`src/inc/pbx_cfg.svh`:
```
/*
  Constants for the peripheral bus slave: octet field positions,
  status bits and synchroniser depth. Assumes nothing else.
*/
`ifndef PBX_CFG_SVH
`define PBX_CFG_SVH

// Selection octet on the first lane
`define SEL_ADDR_MSB 2
`define SEL_ADDR_LSB 0
`define SEL_FAC_MSB 7
`define SEL_FAC_LSB 4

// Bus control octet on the first lane
`define BC_SHARED_BIT 0
`define BC_DIR_IN_BIT 1
`define BC_STREAM_BIT 2
`define BC_RESET 8'h00

// Slave status octet on the second lane
`define ST_SLAVE_END_BIT 0
`define ST_NO_XFER_BIT 1
`define ST_MASTER_END_BIT 2
`define ST_RESET 8'h00

// Flip-flops per pin synchroniser
`define SYNC_STAGES 2

`endif

```
`src/inc/pbx_pkg.sv`:
```
/*
  Types of the peripheral bus slave: controller states and the packed
  state record. Assumes pbx_cfg.svh is not needed here.
*/
package pbx_pkg;

  typedef enum logic [3:0] {
    IDLE, SEL, BC_ACK, XFER, XO_ACK, XI_PUT, XI_ACK, XI_DONE, ST_SET, ST_ACK
  } slave_state_e;

  typedef struct packed {
    slave_state_e state;
    logic busy;
    logic sack;
    logic sstrb;
    logic attn;
    logic [7:0] bc;
    logic [3:0] facility;
    logic [7:0] a_out;
    logic [7:0] b_out;
    logic a_oe;
    logic b_oe;
    logic [15:0] rx_data;
    logic rx_wide;
    logic rx_valid;
    logic tx_ready;
    logic done;
    logic moved;
    logic mstrb_d;
    logic [7:0] status;
  } slave_s;

endpackage : pbx_pkg

```
`src/design/pin_sync.sv`:
```
/*
  Two-stage synchroniser for a group of pins from the cable.
  Assumes each pin is a level held long enough to be seen.
*/
`timescale 1ns/1ns
`include "pbx_cfg.svh"

module pin_sync #(
  parameter int WIDTH = 1
) (
  input wire logic clk_i,
  input wire logic rstn_i,
  input wire logic [WIDTH-1:0] pins_i,
  output logic [WIDTH-1:0] sync_o
);

  typedef struct packed {
    logic [WIDTH-1:0] meta;
    logic [WIDTH-1:0] stable;
  } sync_s;

  sync_s r_reg;
  sync_s r_next;

  // First stage feeds only the second
  always_comb begin
    r_next = r_reg;
    r_next.meta = pins_i;
    r_next.stable = r_reg.meta;
  end

  // State register
  always_ff @(posedge clk_i or negedge rstn_i) begin
    if (!rstn_i) begin
      r_reg <= '0;
    end else begin
      r_reg <= r_next;
    end
  end

  assign sync_o = r_reg.stable;

endmodule : pin_sync

```
`src/design/bus_slave_ctl.sv`:
```
/*
  Slave end of the handshaked parallel peripheral bus: selection,
  bus control, interlocked or streamed transfers, ending status.
  Assumes the master keeps its own half of the handshake and that
  the cable wiring resolves the lane enables.
*/
// How it works
// [RULE1] Only one of our control lines changes in any cycle.
// [RULE2] Every master line change is answered by our handshake before moving on.
// [RULE3] One master; we never select, we only answer selection.
// [RULE4] Three address bits pick one of eight slaves, four bits one of sixteen facilities.
// [RULE5] All cable lines are shared, daisy-chained, and sampled through synchronisers.
// [RULE6] Bus control and status are interlocked and use one-way lanes only.
// [RULE7] Transfers run split eight-bit or sixteen-bit shared, chosen per transfer.
// [RULE8] Master ends by raising control, slave asks to end by raising attention.
// [RULE9] Each word is fully handshaked unless streaming was requested.
// [RULE10] A dominant slave may run transfers, yet selection stays with the master.
// [RULE11] Shared lanes are never driven by us while the master may drive them.
// [RULE12] Master puts the bus control octet on the first lane.
// [RULE13] Every bus control sequence ends with our status sequence. A deselection mid-sequence returns us to IDLE without one.
// [RULE14] Status follows the transfer at once; master status is optional.
// [RULE15] Our status goes on the second lane, transfer or not.
// [RULE16] Slave-chosen transfer type is optional and not offered here.
// [RULE17] Shared mode moves sixteen bits on both lanes in either direction.
// [RULE18] Split mode: first lane master to slave, second slave to master.
// [RULE19] A busy slave shows busy and refuses selection.
// [RULE20] Master offers maintenance to analyse and recover the interface.
// [RULE21] Payload values never steer the control logic.
// [RULE22] Lanes are driven only in the direction the mode gives us.
`timescale 1ns/1ns
`include "pbx_cfg.svh"

module bus_slave_ctl #(
  parameter logic [2:0] SLAVE_ADDR = 3'h0
) (
  input wire logic clk_i,
  input wire logic rstn_i,
  input wire logic sel_i,
  input wire logic mctl_i,
  input wire logic mstrb_i,
  input wire logic [7:0] bus_a_i,
  output logic [7:0] bus_a_o,
  output logic bus_a_oe_o,
  input wire logic [7:0] bus_b_i,
  output logic [7:0] bus_b_o,
  output logic bus_b_oe_o,
  output logic sack_o,
  output logic sstrb_o,
  output logic attn_o,
  output logic busy_o,
  input wire logic busy_req_i,
  input wire logic end_req_i,
  output logic selected_o,
  output logic [3:0] facility_o,
  output logic shared_mode_o,
  output logic dir_in_o,
  output logic stream_o,
  output logic [15:0] rx_data_o,
  output logic rx_wide_o,
  output logic rx_valid_o,
  input wire logic rx_ready_i,
  input wire logic [15:0] tx_data_i,
  input wire logic tx_valid_i,
  output logic tx_ready_o,
  output logic done_o,
  output logic [7:0] status_o
);

  pbx_pkg::slave_s r_reg;
  pbx_pkg::slave_s r_next;
  logic [18:0] sync_pins;
  logic s_sel;
  logic s_mctl;
  logic s_mstrb;
  logic [7:0] s_a;
  logic [7:0] s_b;
  logic shared;
  logic dir_in;
  logic stream;

  // Every cable input is synchronised before use [RULE5]
  pin_sync #(
    .WIDTH(19)
  ) u_sync (
    .clk_i(clk_i),
    .rstn_i(rstn_i),
    .pins_i({sel_i, mctl_i, mstrb_i, bus_a_i, bus_b_i}),
    .sync_o(sync_pins)
  );

  assign {s_sel, s_mctl, s_mstrb, s_a, s_b} = sync_pins;

  // Transfer configuration from the latched bus control octet [RULE7]
  assign shared = r_reg.bc[`BC_SHARED_BIT];
  assign dir_in = r_reg.bc[`BC_DIR_IN_BIT];
  assign stream = r_reg.bc[`BC_STREAM_BIT];

  // Lane enables for a transfer in the given mode and direction
  function automatic logic [1:0] lane_oe(input logic sh, input logic din);
    lane_oe = sh ? {din, din} : 2'b01; // {a, b} [RULE18] [RULE22]
  endfunction : lane_oe

  // Controller next state
  always_comb begin
    r_next = r_reg;
    r_next.rx_valid = 1'b0;
    r_next.tx_ready = 1'b0;
    r_next.done = 1'b0;
    r_next.mstrb_d = s_mstrb;
    unique case (r_reg.state)
      pbx_pkg::IDLE: begin
        r_next.busy = busy_req_i; // [RULE19]
        r_next.a_oe = 1'b0;
        r_next.b_oe = 1'b0;
        // Answer selection by the master only [RULE3] [RULE10]
        if (s_sel && !r_reg.busy && s_a[`SEL_ADDR_MSB:`SEL_ADDR_LSB] == SLAVE_ADDR) begin // [RULE4]
          r_next.facility = s_a[`SEL_FAC_MSB:`SEL_FAC_LSB]; // [RULE4]
          r_next.sack = 1'b1;
          r_next.state = pbx_pkg::SEL;
        end
      end
      pbx_pkg::SEL: begin
        r_next.a_oe = 1'b0;
        r_next.b_oe = 1'b0;
        if (s_mctl) begin
          r_next.bc = s_a; // [RULE12]
          r_next.sstrb = 1'b1; // [RULE2] [RULE6]
          r_next.moved = 1'b0;
          r_next.state = pbx_pkg::BC_ACK;
        end
      end
      pbx_pkg::BC_ACK: begin
        if (!s_mctl) begin
          r_next.sstrb = 1'b0; // [RULE2]
          {r_next.a_oe, r_next.b_oe} = lane_oe(shared, dir_in); // [RULE7] [RULE11]
          r_next.state = pbx_pkg::XFER;
        end
      end
      pbx_pkg::XFER: begin
        if (s_mctl) begin
          // Master control closes, on its own or at our attention; status follows at once [RULE8] [RULE13] [RULE14]
          r_next.attn = 1'b0;
          r_next.status = `ST_RESET;
          r_next.status[`ST_SLAVE_END_BIT] = r_reg.attn;
          r_next.status[`ST_MASTER_END_BIT] = !r_reg.attn;
          r_next.status[`ST_NO_XFER_BIT] = !r_reg.moved;
          r_next.a_oe = 1'b0; // Master may present its status [RULE11]
          r_next.b_oe = 1'b1; // Status lane, unidirectional [RULE6] [RULE15] [RULE16]
          r_next.state = pbx_pkg::ST_SET;
        end else if (r_reg.attn) begin
          r_next.attn = 1'b1;
        end else if (end_req_i) begin
          r_next.attn = 1'b1; // [RULE8]
        end else if (!dir_in) begin
          if (stream) begin
            // Streamed words are taken on each strobe rise [RULE9]
            if (s_mstrb && !r_reg.mstrb_d) begin
              r_next.rx_data = shared ? {s_b, s_a} : {8'h00, s_a}; // [RULE17] [RULE21]
              r_next.rx_wide = shared;
              r_next.rx_valid = 1'b1;
              r_next.moved = 1'b1;
            end
          end else if (s_mstrb && rx_ready_i) begin
            r_next.rx_data = shared ? {s_b, s_a} : {8'h00, s_a}; // [RULE17] [RULE18] [RULE21]
            r_next.rx_wide = shared;
            r_next.rx_valid = 1'b1;
            r_next.moved = 1'b1;
            r_next.sstrb = 1'b1; // [RULE9]
            r_next.state = pbx_pkg::XO_ACK;
          end
        end else if (tx_valid_i) begin
          r_next.b_out = tx_data_i[7:0]; // [RULE18]
          r_next.a_out = tx_data_i[15:8]; // [RULE17]
          r_next.rx_wide = shared;
          r_next.tx_ready = 1'b1;
          r_next.moved = 1'b1;
          r_next.state = pbx_pkg::XI_PUT;
        end
      end
      pbx_pkg::XO_ACK: begin
        if (!s_mstrb) begin
          r_next.sstrb = 1'b0; // [RULE2]
          r_next.state = pbx_pkg::XFER;
        end
      end
      pbx_pkg::XI_PUT: begin
        r_next.sstrb = 1'b1; // Data settled one cycle ahead [RULE1]
        r_next.state = pbx_pkg::XI_ACK;
      end
      pbx_pkg::XI_ACK: begin
        if (stream) begin
          r_next.sstrb = 1'b0; // No master answer when streaming [RULE9]
          r_next.state = pbx_pkg::XFER;
        end else if (s_mstrb) begin
          r_next.sstrb = 1'b0; // [RULE2] [RULE9]
          r_next.state = pbx_pkg::XI_DONE;
        end
      end
      pbx_pkg::XI_DONE: begin
        if (!s_mstrb) begin
          r_next.state = pbx_pkg::XFER;
        end
      end
      pbx_pkg::ST_SET: begin
        r_next.b_out = r_reg.status; // [RULE15]
        r_next.sstrb = 1'b1; // [RULE13]
        r_next.state = pbx_pkg::ST_ACK;
      end
      pbx_pkg::ST_ACK: begin
        if (!s_mctl) begin
          r_next.sstrb = 1'b0; // [RULE2]
          r_next.b_oe = 1'b0;
          r_next.done = 1'b1;
          r_next.state = pbx_pkg::SEL;
        end
      end
    endcase
    // Deselection unwinds one control line per cycle [RULE1]
    if (r_reg.state != pbx_pkg::IDLE && !s_sel) begin
      r_next = r_reg;
      r_next.rx_valid = 1'b0;
      r_next.tx_ready = 1'b0;
      r_next.done = 1'b0;
      r_next.mstrb_d = s_mstrb;
      r_next.a_oe = 1'b0; // [RULE22]
      r_next.b_oe = 1'b0;
      r_next.state = pbx_pkg::IDLE;
      if (r_reg.sstrb) begin
        r_next.sstrb = 1'b0;
        r_next.state = r_reg.state;
      end else if (r_reg.attn) begin
        r_next.attn = 1'b0;
        r_next.state = r_reg.state;
      end else begin
        r_next.sack = 1'b0;
      end
    end
  end

  // State register
  always_ff @(posedge clk_i or negedge rstn_i) begin
    if (!rstn_i) begin
      r_reg <= '{state: pbx_pkg::IDLE, bc: `BC_RESET, status: `ST_RESET, default: '0};
    end else begin
      r_reg <= r_next;
    end
  end

  // Outputs from the state record
  assign bus_a_o = r_reg.a_out;
  assign bus_a_oe_o = r_reg.a_oe;
  assign bus_b_o = r_reg.b_out;
  assign bus_b_oe_o = r_reg.b_oe;
  assign sack_o = r_reg.sack;
  assign sstrb_o = r_reg.sstrb;
  assign attn_o = r_reg.attn;
  assign busy_o = r_reg.busy;
  assign selected_o = r_reg.sack;
  assign facility_o = r_reg.facility;
  assign shared_mode_o = shared;
  assign dir_in_o = dir_in;
  assign stream_o = stream;
  assign rx_data_o = r_reg.rx_data;
  assign rx_wide_o = r_reg.rx_wide;
  assign rx_valid_o = r_reg.rx_valid;
  assign tx_ready_o = r_reg.tx_ready;
  assign done_o = r_reg.done;
  assign status_o = r_reg.status;
endmodule : bus_slave_ctl

```
`config.mk`:
```
export PLATFORM = sky130hd
export DESIGN_NAME = bus_slave_ctl
export DESIGN_NICKNAME = d
export VERILOG_FILES = /design/src/inc/pbx_pkg.sv /design/src/design/pin_sync.sv /design/src/design/bus_slave_ctl.sv
export VERILOG_INCLUDE_DIRS = /design/src /design/src/inc
export SDC_FILE = /design/constraint.sdc
export NUM_CORES = 1
export LEC_CHECK = 0
export BUFFER_PORTS_ARGS = -buffer_cell sky130_fd_sc_hd__clkbuf_2
export CORE_MARGIN = 2
export CORE_UTILIZATION = 40
export CTS_CLUSTER_DIAMETER = 40
export DETAILED_ROUTE_END_ITERATION = 7
export GPL_ROUTABILITY_DRIVEN = 0
export HOLD_SLACK_MARGIN = 0.06
export PLACE_DENSITY = 0.74
export SYNTH_ARGS = -nofsm -noshare
export SYNTH_HDL_FRONTEND = slang
export SYNTH_SLANG_ARGS = --single-unit
```
`constraint.sdc`:
```
create_clock -name clk_i -period 3.2 [get_ports clk_i]
set_input_delay 0 -clock clk_i [delete_from_list [all_inputs] [get_ports clk_i]]
set_output_delay 0 -clock clk_i [all_outputs]
set_load 0.02 [all_outputs]
```
# Word-level counts from Yosys, hierarchy flattened
# Cells that the tools add are included.
dict set report totals {
  ff_bits 101
}
dict set report op_classes {
  bitwise 5
  n_reduce_logical 42
  mux 82
  eq_ne 43
}
# op count
set ops {}
lappend ops {{16-bit two-way mux} 7}
lappend ops {{19-bit two-way mux} 4}
lappend ops {{4-bit two-way mux} 18}
lappend ops {{68-bit two-way mux} 1}
lappend ops {{18-bit two-way mux} 3}
lappend ops {{3-bit != test (second input constant)} 13}
lappend ops {{4-bit case mux with 9 select lines} 1}
lappend ops {{1-bit two-way mux} 34}
lappend ops {{8-bit two-way mux} 4}
lappend ops {{4-bit by 3-bit equality test with 1-bit output (second input constant)} 4}
lappend ops {{2-bit != test (second input constant)} 8}
lappend ops {{8-bit case mux with 2 select lines} 1}
lappend ops {{8-bit AND reduction} 2}
lappend ops {{5-bit by 4-bit != test with 1-bit output (second input constant)} 3}
lappend ops {{7-bit AND reduction} 2}
lappend ops {{13-bit AND reduction} 1}
lappend ops {{3-bit by 2-bit != test with 1-bit output (second input constant)} 4}
lappend ops {{3-bit AND reduction} 4}
lappend ops {{2-bit nonzero test} 6}
lappend ops {{11-bit AND reduction} 1}
lappend ops {{9-bit AND reduction} 1}
lappend ops {{4-bit by 2-bit equality test with 1-bit output (second input constant)} 2}
lappend ops {{4-bit equality test (second input constant)} 2}
lappend ops {{2-bit two-way mux} 4}
lappend ops {{21 further kinds} 42}

# Longest topological paths before layout
# Gate-level depths: netlist (run 1).
dict set report depth {
  depth_word 10
  mapped_depth 7
  ltp_nobuf 5
}

# By module
# A second synthesis (run 1) with hierarchy kept.
dict set report unflattened {
  cells_unflattened 367
  area_unflattened_um2 4117.7
}
# module cells_per_inst instances area_each_um2 seq_area_each_um2
set by_module_without_submodules {}
lappend by_module_without_submodules {bus_slave_ctl 329 1 3166.8 1451.4}
lappend by_module_without_submodules {pin_sync 38 1 950.9 950.9}

# Worst setup path before layout (run 1)
# Ideal clock, no wire load.
dict set report synth_timing {
  kind {register to register}
  startpoint {reg r_reg[65] (netlist bit)}
  endpoint {reg r_reg[64] (netlist bit)}
  t_arrival_ns 1.899
  path_buffers 0
  slack_ns 1.220
  setup_time_ns 0.080
  path_stages_with_launch 6
  required_time_ns 3.120
  path_cell_list {dfrtp_1 > nor4_4 > nand3_2 > a221o_1 > or4b_1 > o211ai_2}
}
dict set report synth_via {
  elab_chain_cells 4
}
# item line
set synth_lines {}
lappend synth_lines {{start: declaration} bus_slave_ctl.sv:69} ;# pbx_pkg::slave_s r_reg;
lappend synth_lines {{start signal: assignment} bus_slave_ctl.sv:245} ;# r_reg <= r_next;
lappend synth_lines {{4-bit by 3-bit equality test with 1-bit output or 4-bit nonzero test (tied branches)} {bus_slave_ctl.sv:110, bus_slave_ctl.sv:219}}
lappend synth_lines {{2-bit OR reduction (no line) or 1-bit logical AND (tied branches)} n/a}
lappend synth_lines {{3-bit != test (no line) (tied with other cells)} n/a}
lappend synth_lines {{13-bit AND reduction (no line) or 68-bit two-way mux (tied branches)} n/a}
# Parallel ways exist; a longest one is shown, timed or not.
# A chain may end at the register's enable or synchronous reset.

# Final worst setup path (run 1)
# Same ends and word-level chain as after synthesis.

==> results of run 1 <==
## report_power, final
group / switching [W] / internal [W] / total (W)
registers: 0.000263 / 0.00141 / 0.00167
logic: 0.000591 / 0.000449 / 0.00104
clock network: 0.000447 / 0.000298 / 0.000745
total: 0.00130 / 0.00215 / 0.00345
## cell families after synthesis
| family | after synthesis | share of synthesized area |
|---|---|---|
| flip-flops | 96 | 0.5848 |
| AND/OR/NAND/NOR | 97 | 0.1231 |
| XOR/XNOR | 1 | 0.002133 |
| buffers and inverters | 71 | 0.1069 |
| multiplexers | 36 | 0.09656 |
| AO/OA/AOI/OAI | 49 | 0.08560 |
| other | 1 | 0.0009129 |
## routing by layer
metal | part of all wire | wire length [um] | up-vias | GRT usage
met2 | 0.50 | 4203 | 88 | 0.2682
met4 | 0.012 | 99 | 0 | 0.03905
met5 | 0 | 0 | - | 0
li1 | - | - | 1327 | -
met1 | 0.43 | 3596 | 1382 | 0.2016
met3 | 0.063 | 533 | 12 | 0.04700
## worst max-delay path by stage
stage,endpoint,slack [ns],cells after the start
global route,r_reg[64],0.62,5
finish,r_reg[64],0.75,5
floorplan,r_reg[64],1.22,5
CTS,r_reg[64],0.76,5
global placement,r_reg[64],0.84,5
detailed placement,r_reg[64],0.75,5
## through the flow
step	hold WS, ns	power (W)	cell area [um2]	std cells	worst slack (ns)
3_3_place_gp	-0.08755	0.002667	4382	524	0.8434
4_1_cts	0.06501	0.003493	4946	578	0.7593
5_1_grt	0.08183	0.003688	4946	578	0.6222
6_report	0.07193	0.003454	4946	578	0.7534
2_1_floorplan	-0.2956	0.002496	4123	355	1.220
3_5_place_dp	-0.07639	0.002701	4382	524	0.7475
## cells in the final DEF, fill, tap and decap left out, types with 3 or more instances in the layout
cell           instances
clkbuf_2              92
o22ai_1                4
nor2_1                18
nand2_1               38
mux2_2                25
inv_1                 11
buf_4                  4
a21oi_1                6
a22o_1                 3
dlygate4sd3_1         38
nor3_1                 6
nor2b_1                6
clkbuf_8               9
nand3_1                5
mux2i_1                7
o21ai_0               14
conb_1                 5
mux2_1                 4
dfrtp_1               96
or3_1                  4
nand2b_1               5
## area by class of cell
cell class,instances,area share
Tap cell,133,0.03365
Sequential cell,96,0.4857
Inverter,11,0.008348
Clock inverter,7,0.01214
Timing Repair Buffer,134,0.1761
Clock buffer,9,0.02504
Multi-Input combinational cell,188,0.2590
==> metrics, run 1 <==
Total GRT Usage 0.1593; Hold Path Class in -> async; leakage 2.407 nW; Final #Nets 481; number of buffers added on ports 93; Post-synth top cells dfrtp_1 (96), buf_4 (45), nand2_1 (38); Die Area 0.01110 mm2; multi-input logic area 0.001281 mm2; CP startpoint kind flip-flop; ys flop type dfrtp_1; Slew Viols, Final 0; minimum clock period 2.447 ns; clock-pin slew on the worst setup and hold paths 0.10 ns; DR DRC count 0; Netlist Area Pre-Place 0.004108 mm2; Fill cells 901; PostCTS Resize Cnt 0; Buf/Inv on CP 0; H-tree depth 3; initial antenna violation count 0; Area Overhead vs Synth 20.41%; max-cap viol count 0; critical path endpoint category flip-flop; worst reg-to-reg path cell count 5; mean post-synth cell area 11.70 um2; Worst Skew 0.01014 ns; global route total overflow 0; std cell rows 36; total CTS buffers 9; Setup crit start r_reg[65]; CTS tree built; Synth async-reset ratio 1.000; DRT iter0 DRCs 185; Root Buffer clkbuf_8; global-route wire length before repair 14.17 mm; Final Hold Violating Endpoints 0; total number of vias 2809; kind of critical path reg -> reg; FF+latch area 0.002402 mm2; drt total wl 8.433 mm; CORE AREA 0.009864 mm2; Starting Density 0.4164; cells after synthesis 351; CP max stage cell dfrtp_1; hold buffer count at CTS 38; Ys Warns 0; vias per cell 4.860; most frequent cell after synthesis dfrtp_1; post-CTS setup buffer count 0; RSZ-0062 raised after global routing false; final core occ 0.5014; pwr dens 698.3 mW/mm2; Clock Sinks 96; final count of negative-setup-slack endpoints 0; Die X 105.3 um; Max VDD drop 444.1 uV; Detail Route Antenna Nets 0; DP Wirelength 5.770 mm; Die Span Y 105.3 um; FF-to-FF Start r_reg[65]; fin crit share 0.7646; drt first pass iters 4; clock latency on the worst-skew pair 0.35 ns; vias in the first global route 2854; Yosys top cell area share 0.5848; status finished, final reports clean; critical-path cell list nor4_4, nand3_2, a221o_1, or4b_1, o211ai_2; CP top delay family simple AND/OR/NAND/NOR gates; clk buf depth 2; share of cells above drive strength 1 0.3191; number of flops mapped to enable cells by yosys 0; CP Max Fanout 23; max incr delay on CP 0.67 ns; Max Clock Freq 408.7 MHz; Worst Path Arrival 2.73 ns; antenna diode count 0; Yosys top cell by area dfrtp_1; largest net degree at the start of global routing 43; Worst EP required 3.48 ns; Netlist cell types 50; Ports 99; setup TNS 0 ns; flop2flop setup slack 0.75 ns; register area share after synthesis 0.5848; Synth area leaders dfrtp_1 (58%), buf_4 (8.2%), mux2_2 (6.9%); worst slew pin tran 0.9640 ns; WL/cell 14.59 um; Seq cells post-synth 96; worst flop-to-flop path endpoint r_reg[64]; Slew HR 0.3524
No activity file was read; power rests on OpenSTA's default activity.
==> run 2, diff against run 1 <==
clock period = 2.4 ns   (was 3.2 ns; I/O delays follow)
==> run 2 against run 1 <==
Against the previous run:
- setup slack worse by 0.54 ns
- clock-buffer cell count grew 1
- design area grew 2.2%
- critical path depth unchanged
- final cell count increased by 1.7%
- sequential cell count unchanged
- clock skew is 0.0011 ns lower
- power increased by 38%
- largest power group unchanged
==> metrics, run 2 (synthesis results as in run 1) <==
status finished, final reports clean; Root Buffer clkbuf_8; Detail Route Antenna Nets 0 (unchanged); Worst EP required 2.68 ns (-0.80 ns); Hold Path Sink r_reg[9]; pwr dens 944.4 mW/mm2 (+35%); Final #Nets 491 (+2.1%); Clock Sinks 96 (unchanged); kind of critical path reg -> reg; post-CTS setup buffer count 0 (unchanged); total CTS buffers 9 (unchanged); max incr delay on CP 0.71 ns (+0.04 ns); CP Max Fanout 18 (-22%); hold buffer count at CTS 38 (unchanged); clk buf depth 2 (unchanged); largest net degree at the start of global routing 54 (+26%); drt total wl 8.657 mm (+2.7%); CORE AREA 0.009864 mm2 (unchanged); drt first pass iters 4 (unchanged); Total GRT Usage 0.1633 (+0.004051); most frequent cells in the layout dfrtp_1 (96), clkbuf_2 (92), nand2_1 (38), dlygate4sd3_1 (38), mux2_2 (25); Hold Crit Start tx_valid_i; leakage 2.472 nW (+2.7%); CP top delay family simple AND/OR/NAND/NOR gates; Slew Viols, Final 0 (unchanged); Slew HR 0.5440 (+0.1916); Buf/Inv on CP 0 (unchanged); worst reg-to-reg path cell count 5 (unchanged); CP max stage cell dfrtp_1; max-cap viol count 0 (unchanged); RSZ-0062 raised after global routing false; Max VDD drop 501.5 uV (+13%); total number of vias 2902 (+3.3%); worst flop-to-flop path endpoint r_reg[64]; final count of negative-setup-slack endpoints 0 (unchanged); CTS tree built; Hold Path Class in -> reg; critical path endpoint category flip-flop; DP Wirelength 5.851 mm (+1.4%); initial antenna violation count 0 (unchanged); PostCTS Resize Cnt 0 (unchanged); Worst Path Arrival 2.47 ns (-0.26 ns); DRT iter0 DRCs 152 (-18%); clock-pin slew on the worst setup and hold paths 0.10 ns (about the same); minimum clock period 2.189 ns (-0.2578 ns); antenna diode count 0 (unchanged); Starting Density 0.4164 (unchanged); hold_ws 0.1388 ns (+0.06684 ns); std cell rows 36 (unchanged); Die X 105.3 um (unchanged); H-tree depth 3 (unchanged); Ports 99 (unchanged); vias in the first global route 3041 (+6.6%); share of cells above drive strength 1 0.3319 (+0.01277); global-route wire length before repair 14.43 mm (+1.8%); number of buffers added on ports 93 (unchanged); clock latency on the worst-skew pair 0.35 ns (about the same); DR DRC count 0 (unchanged); FF+latch area 0.002402 mm2 (unchanged); vias per cell 4.935 (+1.6%); Fill cells 860 (-4.6%); multi-input logic area 0.001281 mm2 (unchanged); Final Hold Violating Endpoints 0 (unchanged); Finished Layout Cells 588 (+1.7%); Placed Cells 534 (+1.9%); global route total overflow 0 (unchanged); fin crit share 0.9120 (+0.1474); setup TNS 0 ns (unchanged); WL/cell 14.72 um (+0.91%); Area Overhead vs Synth 23.06%; worst slew pin tran 0.6840 ns (-0.2799 ns); hold-critical path depth 4; Design Power 0.004774 W (+38%); Die Span Y 105.3 um (unchanged); critical-path cell list nand4bb_1, nor2_1, a221o_1, or4b_1, o211ai_2; Max Clock Freq 456.9 MHz (+12%); most common cell after layout, fill and taps aside dfrtp_1; CP startpoint kind flip-flop; FF-to-FF Start r_reg[67]; flop2flop setup slack 0.21 ns (-0.54 ns); Die Area 0.01110 mm2 (unchanged); Worst Skew 0.009037 ns (-0.001101 ns)
[run 2: cell types whose count changed in the layout (fill, tap and decap cells not counted)]
cell | before | now
buf_4 | 4 | 13
clkinv_4 | 0 | 2
clkinvlp_4 | 2 | 1
clkinv_2 | 1 | 0
bufinv_16 | 0 | 1
buf_12 | 0 | 1
inv_6 | 2 | 0
clkbuf_1 | 0 | 1
[run 2: worst min-delay path: cells and delay by family]
kind / cells / cell delay, ns
compound gates: 2 / 0.26
buf+inv: 1 / 0.12
simple gates: 1 / 0.07
[run 2: final cells by class]
type                    instances  area share
well taps                     133     0.03292
clock inverters                 6     0.01535
repair buffers                144      0.1896
clock buffers                  10     0.02525
inverters                      11    0.008168
flip-flops and latches         96      0.4752
multi-input cells             188      0.2535
[run 2: layer usage]
metal  wire length (um)  global-route usage
met4                 78             0.05143
met2               4467              0.2829
met5                  0                   0
met1               3534              0.1970
met3                576             0.04515
[run 2: worst max-delay path by stage]
| stage | start | endpoint | slack, ns | depth (start not counted) |
|---|---|---|---|---|
| after floorplan | r_reg[65] | r_reg[64] | 0.42 | 5 |
| after global placement | r_reg[67] | r_reg[64] | 0.32 | 5 |
| after detailed placement | r_reg[67] | r_reg[64] | 0.26 | 5 |
| after CTS | r_reg[67] | r_reg[64] | 0.24 | 5 |
| after global routing | r_reg[67] | r_reg[64] | 0.11 | 5 |
| final | r_reg[67] | r_reg[64] | 0.21 | 5 |
[run 2: where the power goes]
part           switching [W]  total [W]  internal [W]
Combinational       0.000891    0.00154      0.000648
Sequential          0.000274    0.00215       0.00188
Clock               0.000584    0.00108      0.000501
[run 2: metrics by stage]
| step | utilization | worst slack [ns] | area, um2 |
|---|---|---|---|
| 6_report | 0.5124 | 0.2112 | 5055 |
| 3_5_place_dp | 0.4531 | 0.2587 | 4469 |
| 3_3_place_gp | 0.4531 | 0.3176 | 4469 |
| 4_1_cts | 0.5124 | 0.2364 | 5055 |
| 5_1_grt | 0.5124 | 0.1074 | 5055 |
| 2_1_floorplan | - | 0.4203 | 4123 |
